### config.mk
export PLATFORM = sky130hd
export DESIGN_NAME = cof_framer
export DESIGN_NICKNAME = d
export VERILOG_FILES = /design/src/shared/cof_pkg.sv /design/src/logic/cof_crc16.sv /design/src/logic/cof_framer.sv
export SDC_FILE = /design/constraint.sdc
export NUM_CORES = 1
export LEC_CHECK = 0
export BUFFER_PORTS_ARGS = -buffer_cell sky130_fd_sc_hd__buf_2
export CAP_MARGIN = 15
export CELL_PAD_IN_SITES_DETAIL_PLACEMENT = 1
export CELL_PAD_IN_SITES_GLOBAL_PLACEMENT = 2
export CORE_UTILIZATION = 35
export CTS_BUF_LIST = sky130_fd_sc_hd__clkbuf_4
export CTS_CLUSTER_DIAMETER = 120
export DETAILED_ROUTE_END_ITERATION = 8
export GPL_TIMING_DRIVEN = 0
export PLACE_DENSITY_LB_ADDON = 0.1
export SLEW_MARGIN = 20
export SYNTH_ARGS = -nofsm -noshare
export SYNTH_HDL_FRONTEND = slang
export SYNTH_SLANG_ARGS = --single-unit
export TNS_END_PERCENT = 50
### constraint.sdc
create_clock -name i_clk -period 12.9 [get_ports i_clk]
set_input_delay 1.29 -clock i_clk [delete_from_list [all_inputs] [get_ports i_clk]]
set_output_delay 1.29 -clock i_clk [all_outputs]
set_load 0.03 [all_outputs]
### src/shared/cof_pkg.sv
// Constants for the conversion output framer: register map, field layout,
// reset values, input select codes and frame byte counts.
// Assumes an APB master with 32-bit data and byte addresses on 8 bits.
//
// Notes on behaviour
// - Select 1101 measures supply difference over four on the internal ref.
// - Select 1100 measures external reference over four on internal ref.
// - Any monitor select bypasses the amplifier and forces unity gain.
// - Temperature mode ignores config register 0 and uses internal ref.
// - Temperature result sits in upper 14 bits of the 16-bit word.
// - One step of the temperature result is 0.03125 degrees.
// - Negative temperatures are two's complement across 14 bits.
// - Data go low byte first; high byte is last before any trailer.
// - With counter enabled an 8-bit counter byte precedes result data.
// - Counter starts at 00h, adds one per conversion, wraps after FFh.
// - Counter clears when its enable drops, and on device reset.
// - Integrity covers register readback and results, counter included.
// - Integrity mode 01 sends inverted data copy after the high byte.
// - Integrity mode 10 sends a 16-bit checksum after the high byte.
// - Checksum polynomial x16+x12+x5+1, start FFFFh, over all data bytes.
// - Checksum is remainder of data with sixteen zeros appended.
// - A select code shorts both amplifier inputs to mid-supply.
package cof_pkg;

  // ==========================================================================
  // Register map
  localparam logic [7:0]  ADDR_CONFIG  = 8'h00;
  localparam logic [7:0]  ADDR_ROUTE   = 8'h04;
  localparam logic [7:0]  ADDR_RESULT  = 8'h08;
  localparam logic [7:0]  ADDR_STATUS  = 8'h0C;
  localparam logic [13:0] CONFIG_RESET = 14'h0000;
  localparam logic [13:0] CONFIG_WMASK = 14'h3FFF;

  // ==========================================================================
  // Configuration field positions
  localparam int SEL_LSB   = 0;
  localparam int GAIN_LSB  = 4;
  localparam int BYP_BIT   = 7;
  localparam int REF_LSB   = 8;
  localparam int TEMP_BIT  = 10;
  localparam int CNT_BIT   = 11;
  localparam int INTEG_LSB = 12;

  // ==========================================================================
  // Codes
  localparam logic [3:0] SEL_SUPPLY_MON = 4'hD;
  localparam logic [3:0] SEL_EXTREF_MON = 4'hC;
  localparam logic [3:0] SEL_MID_SHORT  = 4'hE;
  localparam logic [3:0] SEL_TEMP_PARK  = 4'h0;
  localparam logic [2:0] GAIN_UNITY     = 3'h0;
  localparam logic [1:0] REF_INTERNAL   = 2'h0;
  localparam logic [1:0] INTEG_NONE     = 2'h0;
  localparam logic [1:0] INTEG_INVERT   = 2'h1;
  localparam logic [1:0] INTEG_CRC      = 2'h2;

  // ==========================================================================
  // Checksum and counter
  localparam logic [15:0] CRC_INIT  = 16'hFFFF;
  localparam logic [15:0] CRC_POLY  = 16'h1021;
  localparam logic [7:0]  CNT_RESET = 8'h00;
  localparam logic [1:0]  NBYTE_REG = 2'h1;
  localparam logic [1:0]  NBYTE_RES = 2'h2;
  localparam logic [1:0]  NBYTE_CNT = 2'h3;

  typedef enum logic [1:0] {
    FRM_IDLE,
    FRM_DATA,
    FRM_TRAIL
  } cof_frm_t;

endpackage

### src/logic/cof_crc16.sv
// Byte-wide checksum accumulator for outgoing frame bytes.
// Assumes its user starts each frame with i_init and steps once per byte.
`timescale 1ns/1ps
`default_nettype none
module cof_crc16 (
  input  wire logic       i_clk,
  input  wire logic       i_rst,
  input  wire logic       i_init,
  input  wire logic       i_step,
  input  wire logic [7:0] i_byte,
  output logic [15:0]     o_crc,
  output logic [15:0]     o_crc_nxt
);

  // ==========================================================================
  // Next value, MSB first; same as long division with zeros appended
  always_comb begin
    logic [15:0] c;
    c = o_crc;
    for (int k = 7; k >= 0; k--) begin
      if (c[15] ^ i_byte[k]) begin
        c = {c[14:0], 1'b0} ^ cof_pkg::CRC_POLY;
      end else begin
        c = {c[14:0], 1'b0};
      end
    end
    o_crc_nxt = c;
  end

  // ==========================================================================
  // Accumulator; init wins so a new frame never inherits stale state
  always_ff @(posedge i_clk or posedge i_rst) begin
    if (i_rst) begin
      o_crc <= cof_pkg::CRC_INIT;
    end else if (i_init) begin
      o_crc <= cof_pkg::CRC_INIT;
    end else if (i_step) begin
      o_crc <= o_crc_nxt;
    end
  end

endmodule
`default_nettype wire

### src/logic/cof_framer.sv
// Conversion output framer: analog routing overrides, result word format,
// conversion counter and integrity trailer on a byte stream to the UART.
// Assumes all inputs come from logic on i_clk; the UART sender takes a byte
// when o_tx_valid and i_tx_ready are high at a rising edge.
//
// Local design decisions: register access over APB and the placing of the registers.
`timescale 1ns/1ps
`default_nettype none
module cof_framer (
  input  wire logic        i_clk,
  input  wire logic        i_rst,
  input  wire logic        i_psel,
  input  wire logic        i_penable,
  input  wire logic        i_pwrite,
  input  wire logic [7:0]  i_paddr,
  input  wire logic [31:0] i_pwdata,
  output logic [31:0]      o_prdata,
  output logic             o_pready,
  output logic             o_pslverr,
  input  wire logic        i_conv_done,
  input  wire logic [15:0] i_adc_code,
  input  wire logic [13:0] i_temp_code,
  input  wire logic        i_data_read,
  input  wire logic        i_reg_read,
  input  wire logic [7:0]  i_reg_byte,
  output logic             o_tx_valid,
  output logic [7:0]       o_tx_byte,
  input  wire logic        i_tx_ready,
  output logic             o_frame_busy,
  output logic [3:0]       o_mux_sel,
  output logic [2:0]       o_gain,
  output logic             o_pga_bypass,
  output logic [1:0]       o_ref_sel,
  output logic             o_temp_mode
);

  logic [13:0]      cfg_ff;
  logic [7:0]       cnt_ff;
  logic [15:0]      res_word_ff;
  logic [7:0]       res_cnt_ff;
  cof_pkg::cof_frm_t state_ff;
  logic [7:0]       frm_b_ff [0:2];
  logic [1:0]       frm_n_ff, idx_ff, mode_ff;
  logic [15:0]      crc_q, crc_nxt;

  // ==========================================================================
  // Configuration fields
  logic [3:0] cfg_sel;
  logic [2:0] cfg_gain;
  logic [1:0] cfg_ref, cfg_integ;
  logic       cfg_byp, cfg_temp, cfg_cnt, monitor;
  assign cfg_sel   = cfg_ff[cof_pkg::SEL_LSB +: 4];
  assign cfg_gain  = cfg_ff[cof_pkg::GAIN_LSB +: 3];
  assign cfg_byp   = cfg_ff[cof_pkg::BYP_BIT];
  assign cfg_ref   = cfg_ff[cof_pkg::REF_LSB +: 2];
  assign cfg_temp  = cfg_ff[cof_pkg::TEMP_BIT];
  assign cfg_cnt   = cfg_ff[cof_pkg::CNT_BIT];
  assign cfg_integ = cfg_ff[cof_pkg::INTEG_LSB +: 2];
  assign monitor   = (cfg_sel == cof_pkg::SEL_SUPPLY_MON) ||
                     (cfg_sel == cof_pkg::SEL_EXTREF_MON);

  // ==========================================================================
  // APB slave: no wait state; pready and prdata are flops loaded in the setup phase
  logic apb_setup, apb_wr, addr_ok;
  assign apb_setup = i_psel && !i_penable;
  assign apb_wr    = i_psel && i_penable && o_pready && i_pwrite;
  assign addr_ok   = (i_paddr == cof_pkg::ADDR_CONFIG) ||
                     (i_paddr == cof_pkg::ADDR_ROUTE)  ||
                     (i_paddr == cof_pkg::ADDR_RESULT) ||
                     (i_paddr == cof_pkg::ADDR_STATUS);

  always_ff @(posedge i_clk or posedge i_rst) begin
    if (i_rst) begin
      o_pready  <= 1'b0;
      o_pslverr <= 1'b0;
      o_prdata  <= 32'h0000_0000;
    end else begin
      o_pready  <= apb_setup;
      o_pslverr <= apb_setup && !addr_ok;
      if (apb_setup && !i_pwrite) begin
        case (i_paddr)
          cof_pkg::ADDR_CONFIG: o_prdata <= {18'h00000, cfg_ff};
          cof_pkg::ADDR_ROUTE:  o_prdata <= {21'h000000, o_temp_mode,
                                 o_ref_sel, o_pga_bypass, o_gain, o_mux_sel};
          cof_pkg::ADDR_RESULT: o_prdata <= {8'h00, res_cnt_ff, res_word_ff};
          cof_pkg::ADDR_STATUS: o_prdata <= {24'h000000, cnt_ff};
          default:              o_prdata <= 32'h0000_0000;
        endcase
      end
    end
  end

  // Config register; unmapped writes are dropped with pslverr
  always_ff @(posedge i_clk or posedge i_rst) begin
    if (i_rst) begin
      cfg_ff <= cof_pkg::CONFIG_RESET;
    end else if (apb_wr && i_paddr == cof_pkg::ADDR_CONFIG) begin
      cfg_ff <= i_pwdata[13:0] & cof_pkg::CONFIG_WMASK;
    end
  end

  // ==========================================================================
  // Analog routing overrides; temperature mode outranks the monitor codes
  always_ff @(posedge i_clk or posedge i_rst) begin
    if (i_rst) begin
      o_mux_sel    <= cof_pkg::SEL_TEMP_PARK;
      o_gain       <= cof_pkg::GAIN_UNITY;
      o_pga_bypass <= 1'b0;
      o_ref_sel    <= cof_pkg::REF_INTERNAL;
      o_temp_mode  <= 1'b0;
    end else if (cfg_temp) begin
      o_mux_sel    <= cof_pkg::SEL_TEMP_PARK;
      o_gain       <= cof_pkg::GAIN_UNITY;
      o_pga_bypass <= 1'b1;
      o_ref_sel    <= cof_pkg::REF_INTERNAL;
      o_temp_mode  <= 1'b1;
    end else if (monitor) begin
      o_mux_sel    <= cfg_sel;
      o_gain       <= cof_pkg::GAIN_UNITY;
      o_pga_bypass <= 1'b1;
      o_ref_sel    <= cof_pkg::REF_INTERNAL;
      o_temp_mode  <= 1'b0;
    end else begin
      // Mid-supply short code passes straight through to the mux
      o_mux_sel    <= cfg_sel;
      o_gain       <= cfg_gain;
      o_pga_bypass <= cfg_byp;
      o_ref_sel    <= cfg_ref;
      o_temp_mode  <= 1'b0;
    end
  end

  // ==========================================================================
  // Conversion counter; held at zero while disabled so re-enable restarts
  always_ff @(posedge i_clk or posedge i_rst) begin
    if (i_rst) begin
      cnt_ff <= cof_pkg::CNT_RESET;
    end else if (!cfg_cnt) begin
      cnt_ff <= cof_pkg::CNT_RESET;
    end else if (i_conv_done) begin
      cnt_ff <= cnt_ff + 8'h01;
    end
  end

  // Result latch; temperature code left-justified, low bits zero
  always_ff @(posedge i_clk or posedge i_rst) begin
    if (i_rst) begin
      res_word_ff <= 16'h0000;
      res_cnt_ff  <= cof_pkg::CNT_RESET;
    end else if (i_conv_done) begin
      res_word_ff <= cfg_temp ? {i_temp_code, 2'b00}
                              : i_adc_code;
      res_cnt_ff  <= cfg_cnt ? cnt_ff + 8'h01 : cof_pkg::CNT_RESET;
    end
  end

  // ==========================================================================
  // Frame engine; requests arriving while busy are ignored
  logic       accept, last;
  logic [1:0] idx_nx;
  assign accept = o_tx_valid && i_tx_ready;
  assign last   = (idx_ff == frm_n_ff - 2'h1);
  assign idx_nx = idx_ff + 2'h1;

  always_ff @(posedge i_clk or posedge i_rst) begin
    if (i_rst) begin
      state_ff    <= cof_pkg::FRM_IDLE;
      o_tx_valid  <= 1'b0;
      o_tx_byte   <= 8'h00;
      frm_b_ff    <= '{default: 8'h00};
      frm_n_ff    <= cof_pkg::NBYTE_REG;
      idx_ff      <= 2'h0;
      mode_ff     <= cof_pkg::INTEG_NONE;
    end else begin
      case (state_ff)
        cof_pkg::FRM_IDLE: begin
          idx_ff  <= 2'h0;
          mode_ff <= cfg_integ;
          if (i_data_read && cfg_cnt) begin
            // Counter byte leads, then low, then high
            frm_b_ff[0] <= res_cnt_ff;
            frm_b_ff[1] <= res_word_ff[7:0];
            frm_b_ff[2] <= res_word_ff[15:8];
            frm_n_ff    <= cof_pkg::NBYTE_CNT;
            o_tx_byte   <= res_cnt_ff;
            o_tx_valid  <= 1'b1;
            state_ff    <= cof_pkg::FRM_DATA;
          end else if (i_data_read) begin
            frm_b_ff[0] <= res_word_ff[7:0];
            frm_b_ff[1] <= res_word_ff[15:8];
            frm_n_ff    <= cof_pkg::NBYTE_RES;
            o_tx_byte   <= res_word_ff[7:0];
            o_tx_valid  <= 1'b1;
            state_ff    <= cof_pkg::FRM_DATA;
          end else if (i_reg_read) begin
            frm_b_ff[0] <= i_reg_byte;
            frm_n_ff    <= cof_pkg::NBYTE_REG;
            o_tx_byte   <= i_reg_byte;
            o_tx_valid  <= 1'b1;
            state_ff    <= cof_pkg::FRM_DATA;
          end
        end
        cof_pkg::FRM_DATA: begin
          if (accept && !last) begin
            idx_ff    <= idx_nx;
            o_tx_byte <= frm_b_ff[idx_nx];
          end else if (accept) begin
            idx_ff <= 2'h0;
            case (mode_ff)
              cof_pkg::INTEG_INVERT: begin
                o_tx_byte <= ~frm_b_ff[0];
                state_ff  <= cof_pkg::FRM_TRAIL;
              end
              cof_pkg::INTEG_CRC: begin
                o_tx_byte <= crc_nxt[15:8];
                state_ff  <= cof_pkg::FRM_TRAIL;
              end
              default: begin
                // Code 11 behaves as no trailer
                o_tx_valid <= 1'b0;
                state_ff   <= cof_pkg::FRM_IDLE;
              end
            endcase
          end
        end
        cof_pkg::FRM_TRAIL: begin
          if (accept && mode_ff == cof_pkg::INTEG_INVERT && !last) begin
            idx_ff    <= idx_nx;
            o_tx_byte <= ~frm_b_ff[idx_nx];
          end else if (accept && mode_ff == cof_pkg::INTEG_CRC &&
                       idx_ff == 2'h0) begin
            idx_ff    <= 2'h1;
            o_tx_byte <= crc_q[7:0];
          end else if (accept) begin
            o_tx_valid <= 1'b0;
            state_ff   <= cof_pkg::FRM_IDLE;
          end
        end
        default: begin
          o_tx_valid <= 1'b0;
          state_ff   <= cof_pkg::FRM_IDLE;
        end
      endcase
    end
  end

  // Busy flag mirrors the engine, registered for a clean output
  always_ff @(posedge i_clk or posedge i_rst) begin
    if (i_rst) begin
      o_frame_busy <= 1'b0;
    end else begin
      o_frame_busy <= (state_ff != cof_pkg::FRM_IDLE) ||
                      i_data_read || i_reg_read;
    end
  end

  // ==========================================================================
  // Checksum over every data byte as it leaves
  cof_crc16 u_crc (
    .i_clk     (i_clk),
    .i_rst     (i_rst),
    .i_init    (state_ff == cof_pkg::FRM_IDLE),
    .i_step    (accept && state_ff == cof_pkg::FRM_DATA),
    .i_byte    (o_tx_byte),
    .o_crc     (crc_q),
    .o_crc_nxt (crc_nxt)
  );

  // ==========================================================================
  // Checks
  property p_supply_ref;
    @(posedge i_clk) disable iff (i_rst)
    (cfg_sel == cof_pkg::SEL_SUPPLY_MON && !cfg_temp) |=>
      (o_ref_sel == cof_pkg::REF_INTERNAL && o_mux_sel == 4'hD);
  endproperty
  a_supply_ref: assert property (p_supply_ref)
    else $error("supply monitor not on internal ref");
  property p_extref_ref;
    @(posedge i_clk) disable iff (i_rst)
    (cfg_sel == cof_pkg::SEL_EXTREF_MON && !cfg_temp) |=>
      (o_ref_sel == cof_pkg::REF_INTERNAL && o_mux_sel == 4'hC);
  endproperty
  a_extref_ref: assert property (p_extref_ref)
    else $error("ext ref monitor not on internal ref");
  property p_monitor_gain;
    @(posedge i_clk) disable iff (i_rst)
    (monitor && !cfg_temp) |=> (o_pga_bypass && o_gain == 3'h0);
  endproperty
  a_monitor_gain: assert property (p_monitor_gain)
    else $error("monitor without unity gain bypass");
  property p_temp_ref;
    @(posedge i_clk) disable iff (i_rst)
    cfg_temp |=> (o_temp_mode && o_ref_sel == cof_pkg::REF_INTERNAL);
  endproperty
  a_temp_ref: assert property (p_temp_ref)
    else $error("temperature mode not on internal ref");
  property p_temp_word;
    @(posedge i_clk) disable iff (i_rst)
    (i_conv_done && cfg_temp) |=>
      (res_word_ff == {$past(i_temp_code), 2'b00});
  endproperty
  a_temp_word: assert property (p_temp_word)
    else $error("temperature word not left-justified");
  property p_cnt_step;
    @(posedge i_clk) disable iff (i_rst)
    (i_conv_done && cfg_cnt) ##1 cfg_cnt |->
      (cnt_ff == $past(cnt_ff) + 8'h01);
  endproperty
  a_cnt_step: assert property (p_cnt_step)
    else $error("counter did not step by one");
  property p_cnt_clear;
    @(posedge i_clk) disable iff (i_rst)
    !cfg_cnt |=> (cnt_ff == 8'h00);
  endproperty
  a_cnt_clear: assert property (p_cnt_clear)
    else $error("counter not cleared while disabled");
  property p_no_trailer;
    @(posedge i_clk) disable iff (i_rst)
    (state_ff == cof_pkg::FRM_DATA && accept && last &&
     (mode_ff == 2'h0 || mode_ff == 2'h3)) |=> !o_tx_valid;
  endproperty
  a_no_trailer: assert property (p_no_trailer)
    else $error("trailer sent with integrity off");
  property p_inv_copy;
    @(posedge i_clk) disable iff (i_rst)
    (state_ff == cof_pkg::FRM_TRAIL && mode_ff == 2'h1 && o_tx_valid) |->
      (o_tx_byte == ~frm_b_ff[idx_ff]);
  endproperty
  a_inv_copy: assert property (p_inv_copy)
    else $error("inverted copy byte wrong");
  property p_crc_hi;
    @(posedge i_clk) disable iff (i_rst)
    (state_ff == cof_pkg::FRM_DATA && accept && last && mode_ff == 2'h2)
      |=> (o_tx_byte == $past(crc_nxt[15:8]) && o_tx_valid);
  endproperty
  a_crc_hi: assert property (p_crc_hi)
    else $error("checksum high byte wrong");

endmodule
`default_nettype wire

==> impl_metrics.py <==
metrics = {
    "floorplan": {
        "core_um2": 20200,
        "ios": 142,
        "die_area_um2": 21200,
        "initial_core_util_pct": 35.7,
        "fp-row-count": 52,
        "die_width_um": 146,
        "die_h_um": 146,
    },
    "yosys": {
        "synth_area_per_cell_um2": 10.8,
        "synth_common_cells": "dfrtp_1 (124), nor2_1 (60), nand2_1 (46)",
        "yosysSeqAreaShare_pct": 49.2,
        "synth_edf_count": 0,
        "ys_top_cells_by_area": "dfrtp_1 (43%), dfstp_2 (6.2%), mux2i_1 (6.1%)",
        "synth.distinct_cells": 64,
        "synth_async_sr_flop_share_pct": 100,
        "syn_area_um2": 7220,
        "synth_seq_cells": 141,
        "synth_most_common_cell": "dfrtp_1",
        "ys.flop_type": "dfrtp_1",
        "synth_area_leader_cell": "dfrtp_1",
        "ys_warn_count": 0,
        "yosys.area.top_type_share_pct": 43.0,
        "syn_inst": 667,
    },
    "worst_setup_path": {
        "startpoint_type": "flip-flop",
        "endpoint_kind": "flip-flop",
        "crit_required_ps": 13340,
        "r2r_end": "o_tx_byte[4]",
        "reg2regPathDepth": 11,
        "r2r_setup_slack_ps": 10000,
        "crit_arrival_ps": 3340,
        "worst-setup-path-type": "reg2reg",
        "r2r_start": "idx_ff[0]",
        "crit_fanout": 10,
    },
    "sta": {
        "worst_slack_ps": 10000,
        "hold_violations": 0,
        "maxSlewHeadroom_pct": 41.5,
        "finalCritPeriodShare_pct": 22.5,
        "fin_tns_setup_ps": 0,
        "max_freq_mhz": 345,
        "rsz0062_at_grt": "false",
        "skew_ps": 30.4,
        "finalSetupViolCount": 0,
        "period_needed_ps": 2900,
        "finalMaxSlewViolations": 0,
        "hold_ws_ps": 496,
        "tightest_slew_ps": 870,
    },
    "hold_path": {
        "whs_endpoint": "frm_n_ff[0]",
        "hold_path_startpoint": "frm_n_ff[0]",
        "worstHoldPathCells": 2,
        "worstHoldPathType": "reg2reg",
    },
    "final_layout": {
        "nets": 903,
        "seq_area_um2": 3550,
        "multi_input_area_um2": 3380,
        "fillers": 2318,
        "fin_util_pct": 42.0,
        "area_growth_pct": 17.7,
        "drive_gt1_share_pct": 27.6,
    },
    "placed_design": {
        "hpwl_um": 17000,
        "portBuffers": 113,
        "place_congestion": 0.813,
        "place_ws_ps": 9470,
    },
    "cts": {
        "clk_latency_ps": 580,
        "clk_path_buf_depth": 2,
        "postCtsHoldBufs": 0,
        "postCtsSetupRepairBufs": 0,
        "clock_sinks": 141,
        "clk_pin_slew_ps": 150,
        "cts_buffers": 17,
        "cts_tree": "done",
        "cts_max_level": 4,
        "cts.repair.resized": 0,
        "cts-root-buf": "clkbuf_4",
    },
    "global_route": {
        "antenna_found_initial": 2,
        "grt_usage_pct": 21.8,
        "grt_pass1_vias": 6044,
        "grt_max_degree": 85,
        "grt_pass1_wl_um": 35300,
        "grt_overflow_total": 0,
    },
    "drt": {
        "vias": 5605,
        "drtIter0Drc": 234,
        "drt_wl_total_um": 21900,
        "drcViolationCount": 0,
        "via_per_inst": 5.14,
        "wl_per_cell_um": 20.1,
        "detail_route.first_pass.iterations": 5,
        "final_antenna_net_count": 0,
    },
    "power": {
        "max-vdd-ir-drop_v": 0.0000604,
        "finalPower_uw": 1700,
        "p_leak_uw": 0.00389,
        "p_per_area_nw_per_um2": 200,
    },
    "job": {
        "max-cap-violations": 0,
    },
    "outcome": {
        "status": "finished clean",
    },
}
-- registers in the layout, summed over array words and instances, names as in the netlist, 4 cells and up --
name / flops
frm_b_ff: 24
o_prdata: 24
res_word_ff: 16
u_crc.o_crc: 16
cfg_ff: 14
cnt_ff: 8
o_tx_byte: 8
res_cnt_ff: 8
o_mux_sel: 4
-- report_power, final --
group,switching [µW],total [µW],internal (µW)
Combinational,400,718,318
Clock,183,321,138
Sequential,101,661,560
Total,684,1700,1020
-- layout make-up --
class / count / share of cell area [%]
Clock buffer: 17 / 1.50
Buffer: 49 / 2.71
Tap cell: 270 / 3.97
Clock inverter: 14 / 2.13
Sequential cell: 141 / 41.8
Multi-Input combinational cell: 461 / 39.8
Inverter: 23 / 1.10
Timing Repair Buffer: 114 / 6.98
Antenna cell: 2 / 0.0589
-- worst max-delay path: stages (launching register included) --
cell       delay, ps
dfrtp_1          430
buf_2            300
inv_1            120
ha_1             290
buf_2            210
and2_1           150
clkbuf_1         300
a2bb2oi_1        150
and4_1           220
a31oi_1          150
a41oi_1          150
mux2_4           290
-- worst max path at each step --
stage / start / to / slack, ps
3_5_place_dp: i_paddr[7] / cfg_ff[5] / 9470
5_1_grt: idx_ff[0] / o_tx_byte[5] / 9810
3_3_place_gp: i_rst / o_prdata[22] / 6080
4_1_cts: idx_ff[0] / o_tx_byte[0] / 10010
2_1_floorplan: i_rst / cfg_ff[0] / 7860
6_report: idx_ff[0] / o_tx_byte[4] / 10000
-- layer usage --
layer / up-vias / wire, µm / global-route usage (%)
li1: 2640 / - / -
met1: 2825 / 9390 / 27.0
met3: 22 / 793 / 4.04
met4: 2 / 323 / 6.37
met2: 116 / 11400 / 38.7
met5: - / 13 / 0
-- cell usage in the layout, fill, tap and decap left out, types with 5 or more instances in the layout --
master,count
inv_1,21
nor3_1,5
a21oi_1,39
a22o_1,21
ha_1,9
and2_1,11
nand2b_1,5
mux2_2,23
buf_4,9
conb_1,8
a31oi_1,9
nand3_1,7
inv_6,6
mux4_2,8
nand2_1,46
buf_2,117
nor2b_1,7
o22ai_1,6
mux2_4,9
o22a_1,5
o21ai_0,43
dfstp_2,17
mux2i_1,44
dfrtp_1,124
a32oi_1,6
nor2_1,60
clkbuf_4,17
xor2_1,11
buf_1,6
a2bb2oi_1,5
xnor2_1,19
clkbuf_1,29
-- cells by family after synthesis --
group | share of synthesized area, %
buf+inv | 4.38
simple gates | 10.5
flops | 49.2
compound gates | 14.9
mux | 14.1
fa+ha+maj | 1.56
other cells | 0.0519
xor+xnor | 5.37
-- through the flow --
stage	cells	cell area (µm²)
after floorplan	674	7250
after global placement	1057	8150
after detailed placement	1058	8190
after CTS	1089	8490
after global routing	1091	8500
final	1091	8500
Note: power is estimated with default switching activity, not from simulation.
